<file path="config.mk">
export PLATFORM = sky130hd
export DESIGN_NAME = swmp_monitor_port
export DESIGN_NICKNAME = d
export VERILOG_FILES = /design/src/design/swmp_pkg.sv /design/src/design/swmp_monitor_port.sv
export SDC_FILE = /design/constraint.sdc
export NUM_CORES = 1
export LEC_CHECK = 0
export ABC_AREA = 1
export BUFFER_PORTS_ARGS = -buffer_cell sky130_fd_sc_hd__buf_4
export CELL_PAD_IN_SITES_DETAIL_PLACEMENT = 1
export CELL_PAD_IN_SITES_GLOBAL_PLACEMENT = 2
export CORE_UTILIZATION = 29
export CTS_CLUSTER_DIAMETER = 80
export DETAILED_ROUTE_END_ITERATION = 16
export PLACE_DENSITY = 0.84
export SLEW_MARGIN = 15
export SYNTH_ARGS = -nofsm -noshare
export SYNTH_HDL_FRONTEND = slang
export SYNTH_SLANG_ARGS = --single-unit
</file>
<file path="constraint.sdc">
create_clock -name clock -period 2.05 [get_ports clock]
set_clock_uncertainty 0.15 [all_clocks]
set_input_delay 0.615 -clock clock [delete_from_list [all_inputs] [get_ports clock]]
set_output_delay 0.615 -clock clock [all_outputs]
set_load 0.005 [all_outputs]
</file>
<file path="src/design/swmp_pkg.sv">
package swmp_pkg;

   // clock and serial timing
   localparam int CLOCK_HZ        = 125_000_000;
   localparam int BAUD_SLOW       = 4800;
   localparam int BAUD_FAST       = 9600;
   localparam int BIT_CYCLES_SLOW = CLOCK_HZ / BAUD_SLOW;
   localparam int BIT_CYCLES_FAST = CLOCK_HZ / BAUD_FAST;

   // frame and sequence counts
   localparam logic [3:0] FRAME_LAST_BIT  = 4'h9;
   localparam logic [3:0] BREAK_HIGH_LAST = 4'h1;
   localparam logic [3:0] SECURITY_BYTES  = 4'h8;
   localparam logic [1:0] SETTLE_LAST     = 2'h3;
   localparam logic [1:0] RESP_TWO        = 2'h2;

   // command opcodes
   localparam logic [7:0] OP_READ   = 8'h4a;
   localparam logic [7:0] OP_WRITE  = 8'h49;
   localparam logic [7:0] OP_INDEXED_READ_CMD  = 8'h1a;
   localparam logic [7:0] OP_INDEXED_WRITE_CMD = 8'h19;
   localparam logic [7:0] OP_STACK_POINTER_READ_CMD = 8'h0c;
   localparam logic [7:0] OP_RUN    = 8'h28;

   // vectors and memory
   localparam logic [15:0] USER_RESET_VEC = 16'hfffe;
   localparam logic [15:0] USER_SWI_VEC   = 16'hfffc;
   localparam logic [15:0] MON_RESET_VEC  = 16'hfefe;
   localparam logic [15:0] MON_SWI_VEC    = 16'hfefc;
   localparam logic [15:0] FLASH_BASE     = 16'h8000;
   localparam logic [7:0]  INVALID_BYTE   = 8'hff;

   typedef enum logic [3:0] {
      ST_OFF, ST_IDLE, ST_RX, ST_ECHO, ST_BRK_HIGH, ST_BRK_TX,
      ST_MEM_RD, ST_MEM_WAIT, ST_MEM_WR, ST_RESP
   } swmp_state_t;

   typedef struct packed {
      logic irqHighVolt;
      logic rstHighVolt;
      logic entryStrapHigh;
      logic entryStrapLow;
      logic clockSelectStrap;
   } swmp_straps_t;

   typedef struct packed {
      logic        req;
      logic        we;
      logic [15:0] addr;
      logic [7:0]  wdata;
   } swmp_mem_req_t;

   typedef struct packed {
      swmp_state_t   st;
      logic [15:0]   baudCnt;
      logic [3:0]    bitCnt;
      logic [9:0]    shift;
      logic          pinSync1;
      logic          pinSync2;
      logic          pinPrev;
      swmp_straps_t  strapSync1;
      swmp_straps_t  strapSync2;
      logic [1:0]    settle;
      logic          captured;
      logic          monitor;
      logic          clockBypass;
      logic          watchdogEnable;
      logic [15:0]   resetVector;
      logic [15:0]   swiVector;
      logic [3:0]    secCnt;
      logic          secDone;
      logic          secMatch;
      logic [7:0]    opcode;
      logic [1:0]    argIdx;
      logic [15:0]   addr;
      logic [15:0]   lastAddr;
      logic [7:0]    data;
      logic [1:0]    respLeft;
      logic          runUser;
      logic          pinOe;
      swmp_mem_req_t mem;
   } swmp_regs_t;

endpackage

</file>
<file path="src/design/swmp_monitor_port.sv">
// Behaviour
// - clock strap low bypasses divide-by-two
// - enter by software interrupt or reset
// - eight security bytes, then ready break
// - monitor uses vector page fe
// - watchdog off in monitor mode while high voltage present
// - nrz mark/space asynchronous bytes
// - rate 4800 or 9600, equal directions
// - wired-or pin, only pull low
// - echo every received byte immediately
// - results only after last echo
// - break is start plus nine lows
// - break answered by two high bits
// - six commands supported
// - commands reach whole address map
// - indexed read returns next two bytes
// - other pins keep normal function
// - indexed write stores at last plus one
// - run command executes return from interrupt
// - strap high 4800 baud, low 9600
// - flash reads invalid unless security matches
module swmp_monitor_port #(
   parameter int          BitCyclesSlow = swmp_pkg::BIT_CYCLES_SLOW,
   parameter int          BitCyclesFast = swmp_pkg::BIT_CYCLES_FAST,
   parameter logic [15:0] FlashBase     = swmp_pkg::FLASH_BASE
) (
   // clock and reset
   input  wire logic                    clock,
   input  wire logic                    rst_n,
   // monitor serial pin, open drain
   input  wire logic                    serialIn,
   output logic                         serialOut,
   output logic                         serialOe,
   // entry straps and high-voltage sense
   input  wire swmp_pkg::swmp_straps_t  straps,
   // cpu side
   input  wire logic                    swiExec,
   input  wire logic [15:0]             stackPointer,
   input  wire logic [63:0]             securityCode,
   // memory port
   output swmp_pkg::swmp_mem_req_t      memReq,
   input  wire logic [7:0]              memRdata,
   // mode outputs
   output logic                         monitorMode,
   output logic                         clockBypass,
   output logic                         baudFast,
   output logic                         watchdogEnable,
   output logic [15:0]                  resetVector,
   output logic [15:0]                  swiVector,
   output logic                         flashUnlocked,
   output logic                         runUser
);

   swmp_pkg::swmp_regs_t r;
   swmp_pkg::swmp_regs_t next_r;

   function automatic logic [15:0] bitCycles(input logic fast);
      return fast ? 16'(BitCyclesFast - 1) : 16'(BitCyclesSlow - 1);
   endfunction

   always_comb begin
      logic [15:0] bitCyc;
      logic [7:0]  respByte;
      next_r = r;
      bitCyc = bitCycles(r.clockBypass);
      respByte = 8'h00;
      // synchronisers
      next_r.pinSync1 = serialIn;
      next_r.pinSync2 = r.pinSync1;
      next_r.pinPrev = r.pinSync2;
      next_r.strapSync1 = straps;
      next_r.strapSync2 = r.strapSync1;
      next_r.runUser = 1'b0;
      next_r.mem.req = 1'b0;
      next_r.mem.we = 1'b0;

      // strap capture after reset release
      if (!r.captured) begin
         if (r.settle == swmp_pkg::SETTLE_LAST) begin
            next_r.captured = 1'b1;
            next_r.monitor = r.strapSync2.irqHighVolt && r.strapSync2.entryStrapHigh
                             && !r.strapSync2.entryStrapLow && r.pinSync2;
            next_r.clockBypass = next_r.monitor && !r.strapSync2.clockSelectStrap;
            next_r.secMatch = 1'b1;
            if (next_r.monitor) begin
               next_r.st = swmp_pkg::ST_IDLE;
            end
         end else begin
            next_r.settle = r.settle + 2'h1;
         end
      end else if (swiExec && !r.monitor) begin
         next_r.monitor = 1'b1;
         next_r.secMatch = r.secDone && r.secMatch;
         next_r.secDone = 1'b1;
         next_r.st = swmp_pkg::ST_IDLE;
      end

      next_r.watchdogEnable = !(next_r.monitor
         && (r.strapSync2.irqHighVolt || r.strapSync2.rstHighVolt));
      next_r.resetVector = next_r.monitor ? swmp_pkg::MON_RESET_VEC
                                          : swmp_pkg::USER_RESET_VEC;
      next_r.swiVector = next_r.monitor ? swmp_pkg::MON_SWI_VEC
                                        : swmp_pkg::USER_SWI_VEC;

      unique case (r.st)
         swmp_pkg::ST_OFF: begin
         end
         swmp_pkg::ST_IDLE: begin
            if (r.pinPrev && !r.pinSync2) begin
               next_r.st = swmp_pkg::ST_RX;
               next_r.baudCnt = bitCyc >> 1;
               next_r.bitCnt = 4'h0;
            end
         end
         swmp_pkg::ST_RX: begin
            if (r.baudCnt != 16'h0000) begin
               next_r.baudCnt = r.baudCnt - 16'h0001;
            end else begin
               next_r.shift = {r.pinSync2, r.shift[9:1]};
               next_r.bitCnt = r.bitCnt + 4'h1;
               next_r.baudCnt = bitCyc;
               if (r.bitCnt == 4'h0 && r.pinSync2) begin
                  next_r.st = swmp_pkg::ST_IDLE;
               end else if (r.bitCnt == swmp_pkg::FRAME_LAST_BIT) begin
                  next_r.bitCnt = 4'h0;
                  if (!r.pinSync2 && next_r.shift[8:1] == 8'h00) begin
                     next_r.st = swmp_pkg::ST_BRK_HIGH;
                  end else begin
                     next_r.data = next_r.shift[8:1];
                     next_r.shift = {1'b1, next_r.shift[8:1], 1'b0};
                     next_r.st = swmp_pkg::ST_ECHO;
                  end
               end
            end
         end
         swmp_pkg::ST_BRK_HIGH: begin
            if (r.baudCnt != 16'h0000) begin
               next_r.baudCnt = r.baudCnt - 16'h0001;
            end else if (r.bitCnt == swmp_pkg::BREAK_HIGH_LAST) begin
               next_r.st = swmp_pkg::ST_BRK_TX;
               next_r.bitCnt = 4'h0;
               next_r.shift = 10'h000;
               next_r.baudCnt = bitCyc;
            end else begin
               next_r.bitCnt = r.bitCnt + 4'h1;
               next_r.baudCnt = bitCyc;
            end
         end
         swmp_pkg::ST_ECHO, swmp_pkg::ST_BRK_TX, swmp_pkg::ST_RESP: begin
            if (r.baudCnt != 16'h0000) begin
               next_r.baudCnt = r.baudCnt - 16'h0001;
            end else if (r.bitCnt != swmp_pkg::FRAME_LAST_BIT) begin
               next_r.bitCnt = r.bitCnt + 4'h1;
               next_r.shift = {r.shift[9], r.shift[9:1]};
               next_r.baudCnt = bitCyc;
            end else begin
               next_r.bitCnt = 4'h0;
               next_r.baudCnt = bitCyc;
               next_r.st = swmp_pkg::ST_IDLE;
               if (r.st == swmp_pkg::ST_RESP) begin
                  next_r.respLeft = r.respLeft - 2'h1;
                  if (next_r.respLeft != 2'h0) begin
                     next_r.addr = r.addr + 16'h0001;
                     next_r.st = (r.opcode == swmp_pkg::OP_STACK_POINTER_READ_CMD) ? swmp_pkg::ST_MEM_WAIT
                                                                    : swmp_pkg::ST_MEM_RD;
                  end
               end else if (r.st == swmp_pkg::ST_ECHO && !r.secDone) begin
                  next_r.secMatch = r.secMatch
                     && (r.data == securityCode[{r.secCnt[2:0], 3'b000} +: 8]);
                  next_r.secCnt = r.secCnt + 4'h1;
                  if (next_r.secCnt == swmp_pkg::SECURITY_BYTES) begin
                     next_r.secDone = 1'b1;
                     next_r.shift = 10'h000;
                     next_r.st = swmp_pkg::ST_BRK_TX;
                  end
               end else if (r.st == swmp_pkg::ST_ECHO && r.argIdx == 2'h0) begin
                  next_r.opcode = r.data;
                  case (r.data)
                     swmp_pkg::OP_READ, swmp_pkg::OP_WRITE, swmp_pkg::OP_INDEXED_WRITE_CMD: begin
                        next_r.argIdx = 2'h1;
                     end
                     swmp_pkg::OP_INDEXED_READ_CMD: begin
                        next_r.addr = r.lastAddr + 16'h0001;
                        next_r.respLeft = swmp_pkg::RESP_TWO;
                        next_r.st = swmp_pkg::ST_MEM_RD;
                     end
                     swmp_pkg::OP_STACK_POINTER_READ_CMD: begin
                        next_r.respLeft = swmp_pkg::RESP_TWO;
                        next_r.st = swmp_pkg::ST_MEM_WAIT;
                     end
                     swmp_pkg::OP_RUN: begin
                        next_r.runUser = 1'b1;
                     end
                     default: begin
                     end
                  endcase
               end else if (r.st == swmp_pkg::ST_ECHO) begin
                  next_r.argIdx = r.argIdx + 2'h1;
                  if (r.opcode == swmp_pkg::OP_INDEXED_WRITE_CMD) begin
                     next_r.addr = r.lastAddr + 16'h0001;
                     next_r.argIdx = 2'h0;
                     next_r.st = swmp_pkg::ST_MEM_WR;
                  end else if (r.argIdx == 2'h1) begin
                     next_r.addr[15:8] = r.data;
                  end else if (r.argIdx == 2'h2) begin
                     next_r.addr[7:0] = r.data;
                     if (r.opcode == swmp_pkg::OP_READ) begin
                        next_r.respLeft = 2'h1;
                        next_r.argIdx = 2'h0;
                        next_r.st = swmp_pkg::ST_MEM_RD;
                     end
                  end else begin
                     next_r.argIdx = 2'h0;
                     next_r.st = swmp_pkg::ST_MEM_WR;
                  end
               end
            end
         end
         swmp_pkg::ST_MEM_RD: begin
            next_r.mem.req = 1'b1;
            next_r.mem.addr = r.addr;
            next_r.bitCnt = 4'h0;
            next_r.st = swmp_pkg::ST_MEM_WAIT;
         end
         swmp_pkg::ST_MEM_WAIT: begin
            if (r.bitCnt == 4'h0) begin
               next_r.bitCnt = 4'h1;
            end else begin
               if (r.opcode == swmp_pkg::OP_STACK_POINTER_READ_CMD) begin
                  respByte = (r.respLeft == swmp_pkg::RESP_TWO) ? stackPointer[15:8]
                                                                : stackPointer[7:0];
               end else begin
                  respByte = (!(r.secDone && r.secMatch) && r.addr >= FlashBase)
                             ? swmp_pkg::INVALID_BYTE : memRdata;
                  next_r.lastAddr = r.addr;
               end
               next_r.shift = {1'b1, respByte, 1'b0};
               next_r.bitCnt = 4'h0;
               next_r.baudCnt = bitCyc;
               next_r.st = swmp_pkg::ST_RESP;
            end
         end
         swmp_pkg::ST_MEM_WR: begin
            next_r.mem.req = 1'b1;
            next_r.mem.we = 1'b1;
            next_r.mem.addr = r.addr;
            next_r.mem.wdata = r.data;
            next_r.lastAddr = r.addr;
            next_r.st = swmp_pkg::ST_IDLE;
         end
         default: begin
            next_r.st = swmp_pkg::ST_IDLE;
         end
      endcase

      next_r.pinOe = (next_r.st == swmp_pkg::ST_ECHO || next_r.st == swmp_pkg::ST_BRK_TX
                      || next_r.st == swmp_pkg::ST_RESP) && !next_r.shift[0];
   end

   always_ff @(posedge clock or negedge rst_n) begin
      if (!rst_n) begin
         r <= '0;
      end else begin
         r <= next_r;
      end
   end

   // outputs
   assign serialOut = 1'b0;
   assign serialOe = r.pinOe;
   assign memReq = r.mem;
   assign monitorMode = r.monitor;
   assign clockBypass = r.clockBypass;
   assign baudFast = r.clockBypass;
   assign watchdogEnable = r.watchdogEnable;
   assign resetVector = r.resetVector;
   assign swiVector = r.swiVector;
   assign flashUnlocked = r.secDone && r.secMatch;
   assign runUser = r.runUser;
endmodule

</file>
==> results by group <==
Status
  • Outcome: finished with violations
  • Failing checks: setup timing

Clock network
  • Skew-Pair Late Insertion Delay: 0.45 ns
  • CTS tree: built
  • CTS Buf Count: 17
  • CTS sink cnt: 141
  • CTS max path bufs: 2
  • H-tree depth: 4
  • Clock slew at reported path FFs: 0.07 ns
  • Root buffer cell: clkbuf_16

Logic synthesis
  • Post-synth top cells: 255 x nand2_1, 147 x nor2_1, 143 x o21ai_0
  • Post-synthesis cell type count: 48
  • YS warnings: 0
  • Largest cells by area after synthesis: dfrtp_1 39%, nand2_1 11%, o21ai_0 8.0%, nor2_1 6.1%, inv_1 5.3%
  • Register area share after synthesis: 0.393
  • EDFF count, synth: 0
  • Primary FF master, synth: dfrtp_1
  • Yosys top cell area share: 0.393
  • Cell taking the most area after synthesis: dfrtp_1
  • Yosys reg bits: 141
  • Async SR Flop Fraction: 1.00
  • Synthesized cell area: 8980 µm²
  • Top-count cell post-synth: nand2_1
  • Synthesized area per cell: 7.42 µm²
  • Synth Instances: 1,210

Placement
  • HPWL after DPL: 24.1 mm
  • Dpl ws: -0.256 ns
  • IO Port Bufs: 158
  • GPL Wtd Cong: 0.925
  • Area after DPL: 11,700 µm²
  • Dpl cells: 1,865

Finish
  • Post-layout util: 0.437
  • Final instance area: 13,300 µm²
  • Area grow syn2layout: 48.3%
  • N_diodes: 0
  • Post-layout nets: 1,634
  • # fillers: 3,719
  • Layout cells sized above 1: 0.390
  • Finished Layout Cells: 1,932

Floorplanning
  • Die area: 31,700 µm²
  • FP Rows: 64
  • Width of the die: 178 µm
  • Initial Util: 0.294
  • I/O pin count: 163
  • Die height: 178 µm
  • Core Footprint: 30,500 µm²

Critical path
  • Worst EP arrival: 2.50 ns
  • Slowest CP cell: dfrtp_1
  • Worst stage delay on the critical path: 0.38 ns
  • Crit path buf inv count: 1
  • Worst setup EP type: flop
  • Worst Path Class, Setup: reg2reg
  • Worst EP required: 2.24 ns
  • Max FO, Critical Path: 4
  • Crit-path cells: inv_2, ha_4, nand3_4, nor2_4, nand3_4, nor2_4, nand3_2, nor2_2, nor2_1, nand3_1, nand2_1, a21oi_2, nor2_2
  • Critical Path Source Type: flop
  • CP top delay family: simple AND/OR/NAND/NOR gates

STA
  • FMAX: 434 MHz
  • Final setup viols: 68
  • Hold Fails Final Rpt: 0
  • Final period util: 1.12
  • Final min period: 2.31 ns
  • Final worst slack: -0.256 ns
  • Slew Viols, Final: 0
  • Setup_tns: -7.27 ns
  • RSZ-0062 raised after global routing: true
  • Hold slack: 0.126 ns

Routing
  • DRT Pass-1 Iters: 5
  • Post-Route WL: 32.2 mm
  • WL met2: 16.3 mm
  • Final ANT Viol Nets: 0
  • WL met1: 14.1 mm
  • Met3 WL: 1.18 mm
  • Residual DRC: 0
  • Via density: 4.85
  • Routed wire per std cell: 16.7 µm
  • DR vias: 9,367
  • Number of DRC markers in iteration 0: 429
  • Top Metal Used: met4

Pwr
  • Net Sw Frac: 0.345
  • Clock Power Share: 0.318
  • Static leakage: 6.43 nW
  • Power Total: 10.6 mW
  • Logic pwr share: 0.388
  • Power Density: 800 nW/µm²
  • VDD IR max: 0.000547 V
  • NetSw: 3.68 mW
  • P_int: 6.97 mW
  • Part of the power in registers: 0.294

Global route
  • Gr ovfl total: 0
  • All-layer global routing usage: 0.203
  • Largest net degree at the start of global routing: 39
  • Initial antenna violation count: 0
  • Number of global-route vias before repair: 9,695
  • First-pass GRT wire length: 49.9 mm

Hold path
  • Worst Hold Class: in2reg

Run
  • Max Cap Violations: 0
[worst register-to-register path: cells and delay by family, from the launching register on]
family	cells	cell delay, ns
AO/OA/AOI/OAI	1	0.16
flip-flops	1	0.38
adder cells (fa/ha/maj)	1	0.15
AND/OR/NAND/NOR	10	1.30
buffers and inverters	1	0.08
[routing by layer]
layer / track usage / up-vias
met5: 0 / -
met4: 0.0673 / 0
met3: 0.0345 / 42
met2: 0.350 / 225
met1: 0.255 / 4577
li1: - / 4523
[sequential cells by signal (all words and copies together) (netlist names)]
register	count
serialOe	1
watchdogEnable	1
next_r	7
monitorMode	1
runUser	1
baudFast	1
r	101
resetVector	2
memReq	26
[what timing repair did]
| item | in CTS | in global routing |
|---|---|---|
| endpoints found under the setup margin | 111 | 92 |
| buffers inserted | 14 | 20 |
| hold endpoints to repair | 31 | 0 |
| gates cloned | 1 | 1 |
| hold buffers | 1 | 0 |
| pin swaps | 24 | 45 |
| resized for setup | 84 | 154 |
[layout make-up]
cell class	count	area [µm²]	share of cell area
clock buffer	20	447	0.0335
clock inverter	12	184	0.0138
inverter	140	531	0.0398
multi-input combinational	838	4960	0.373
sequential	141	3540	0.265
tap	396	495	0.0372
timing repair buffer	385	3160	0.237
[worst paths after layout]
kind / startpoint / endpoint / slack, ns / cells after the start
setup / recovery: r[151] / serialOe / -0.26 / 13
min in group asynchronous: rst_n / memReq[4] / 0.52 / 2
hold / removal: straps[2] / next_r[126] / 0.13 / 1
max in group asynchronous: rst_n / r[80] / 0.69 / 3
hold reg to reg: next_r[124] / r[124] / 0.20 / 0
setup reg to reg: r[151] / serialOe / -0.26 / 13
[power groups by stage]
stage          registers, mW  clock network, mW  logic [mW]
6_report                3.13               3.39        4.13
4_1_cts                 3.13               3.47        3.55
3_5_place_dp            3.17                  0        3.22
3_3_place_gp            3.15                  0        3.16
2_1_floorplan           3.17                  0        1.63
5_1_grt                 3.16               3.56        4.45
[cell usage in the layout (no fill, tap or decap), drive strengths merged, types with 5 or more instances in the layout]
master	n
buf	384
nand2	264
nor2	162
o21ai	152
inv	143
dfrtp	141
nand3	59
a21oi	42
xor2	26
clkbuf	20
nor3	20
o211ai	14
mux2i	14
ha	14
a31oi	11
nand4	9
a32oi	9
o22ai	6
a22oi	6
conb	5
nor4	5
[logic make-up after synthesis]
kind of cell,share of synthesized area
adder cells (fa/ha/maj),0.0195
other,0.000836
flip-flops,0.393
multiplexers,0.0169
AO/OA/AOI/OAI,0.158
AND/OR/NAND/NOR,0.258
XOR/XNOR,0.0283
buffers and inverters,0.125
No activity file was read; power rests on OpenSTA's default activity.
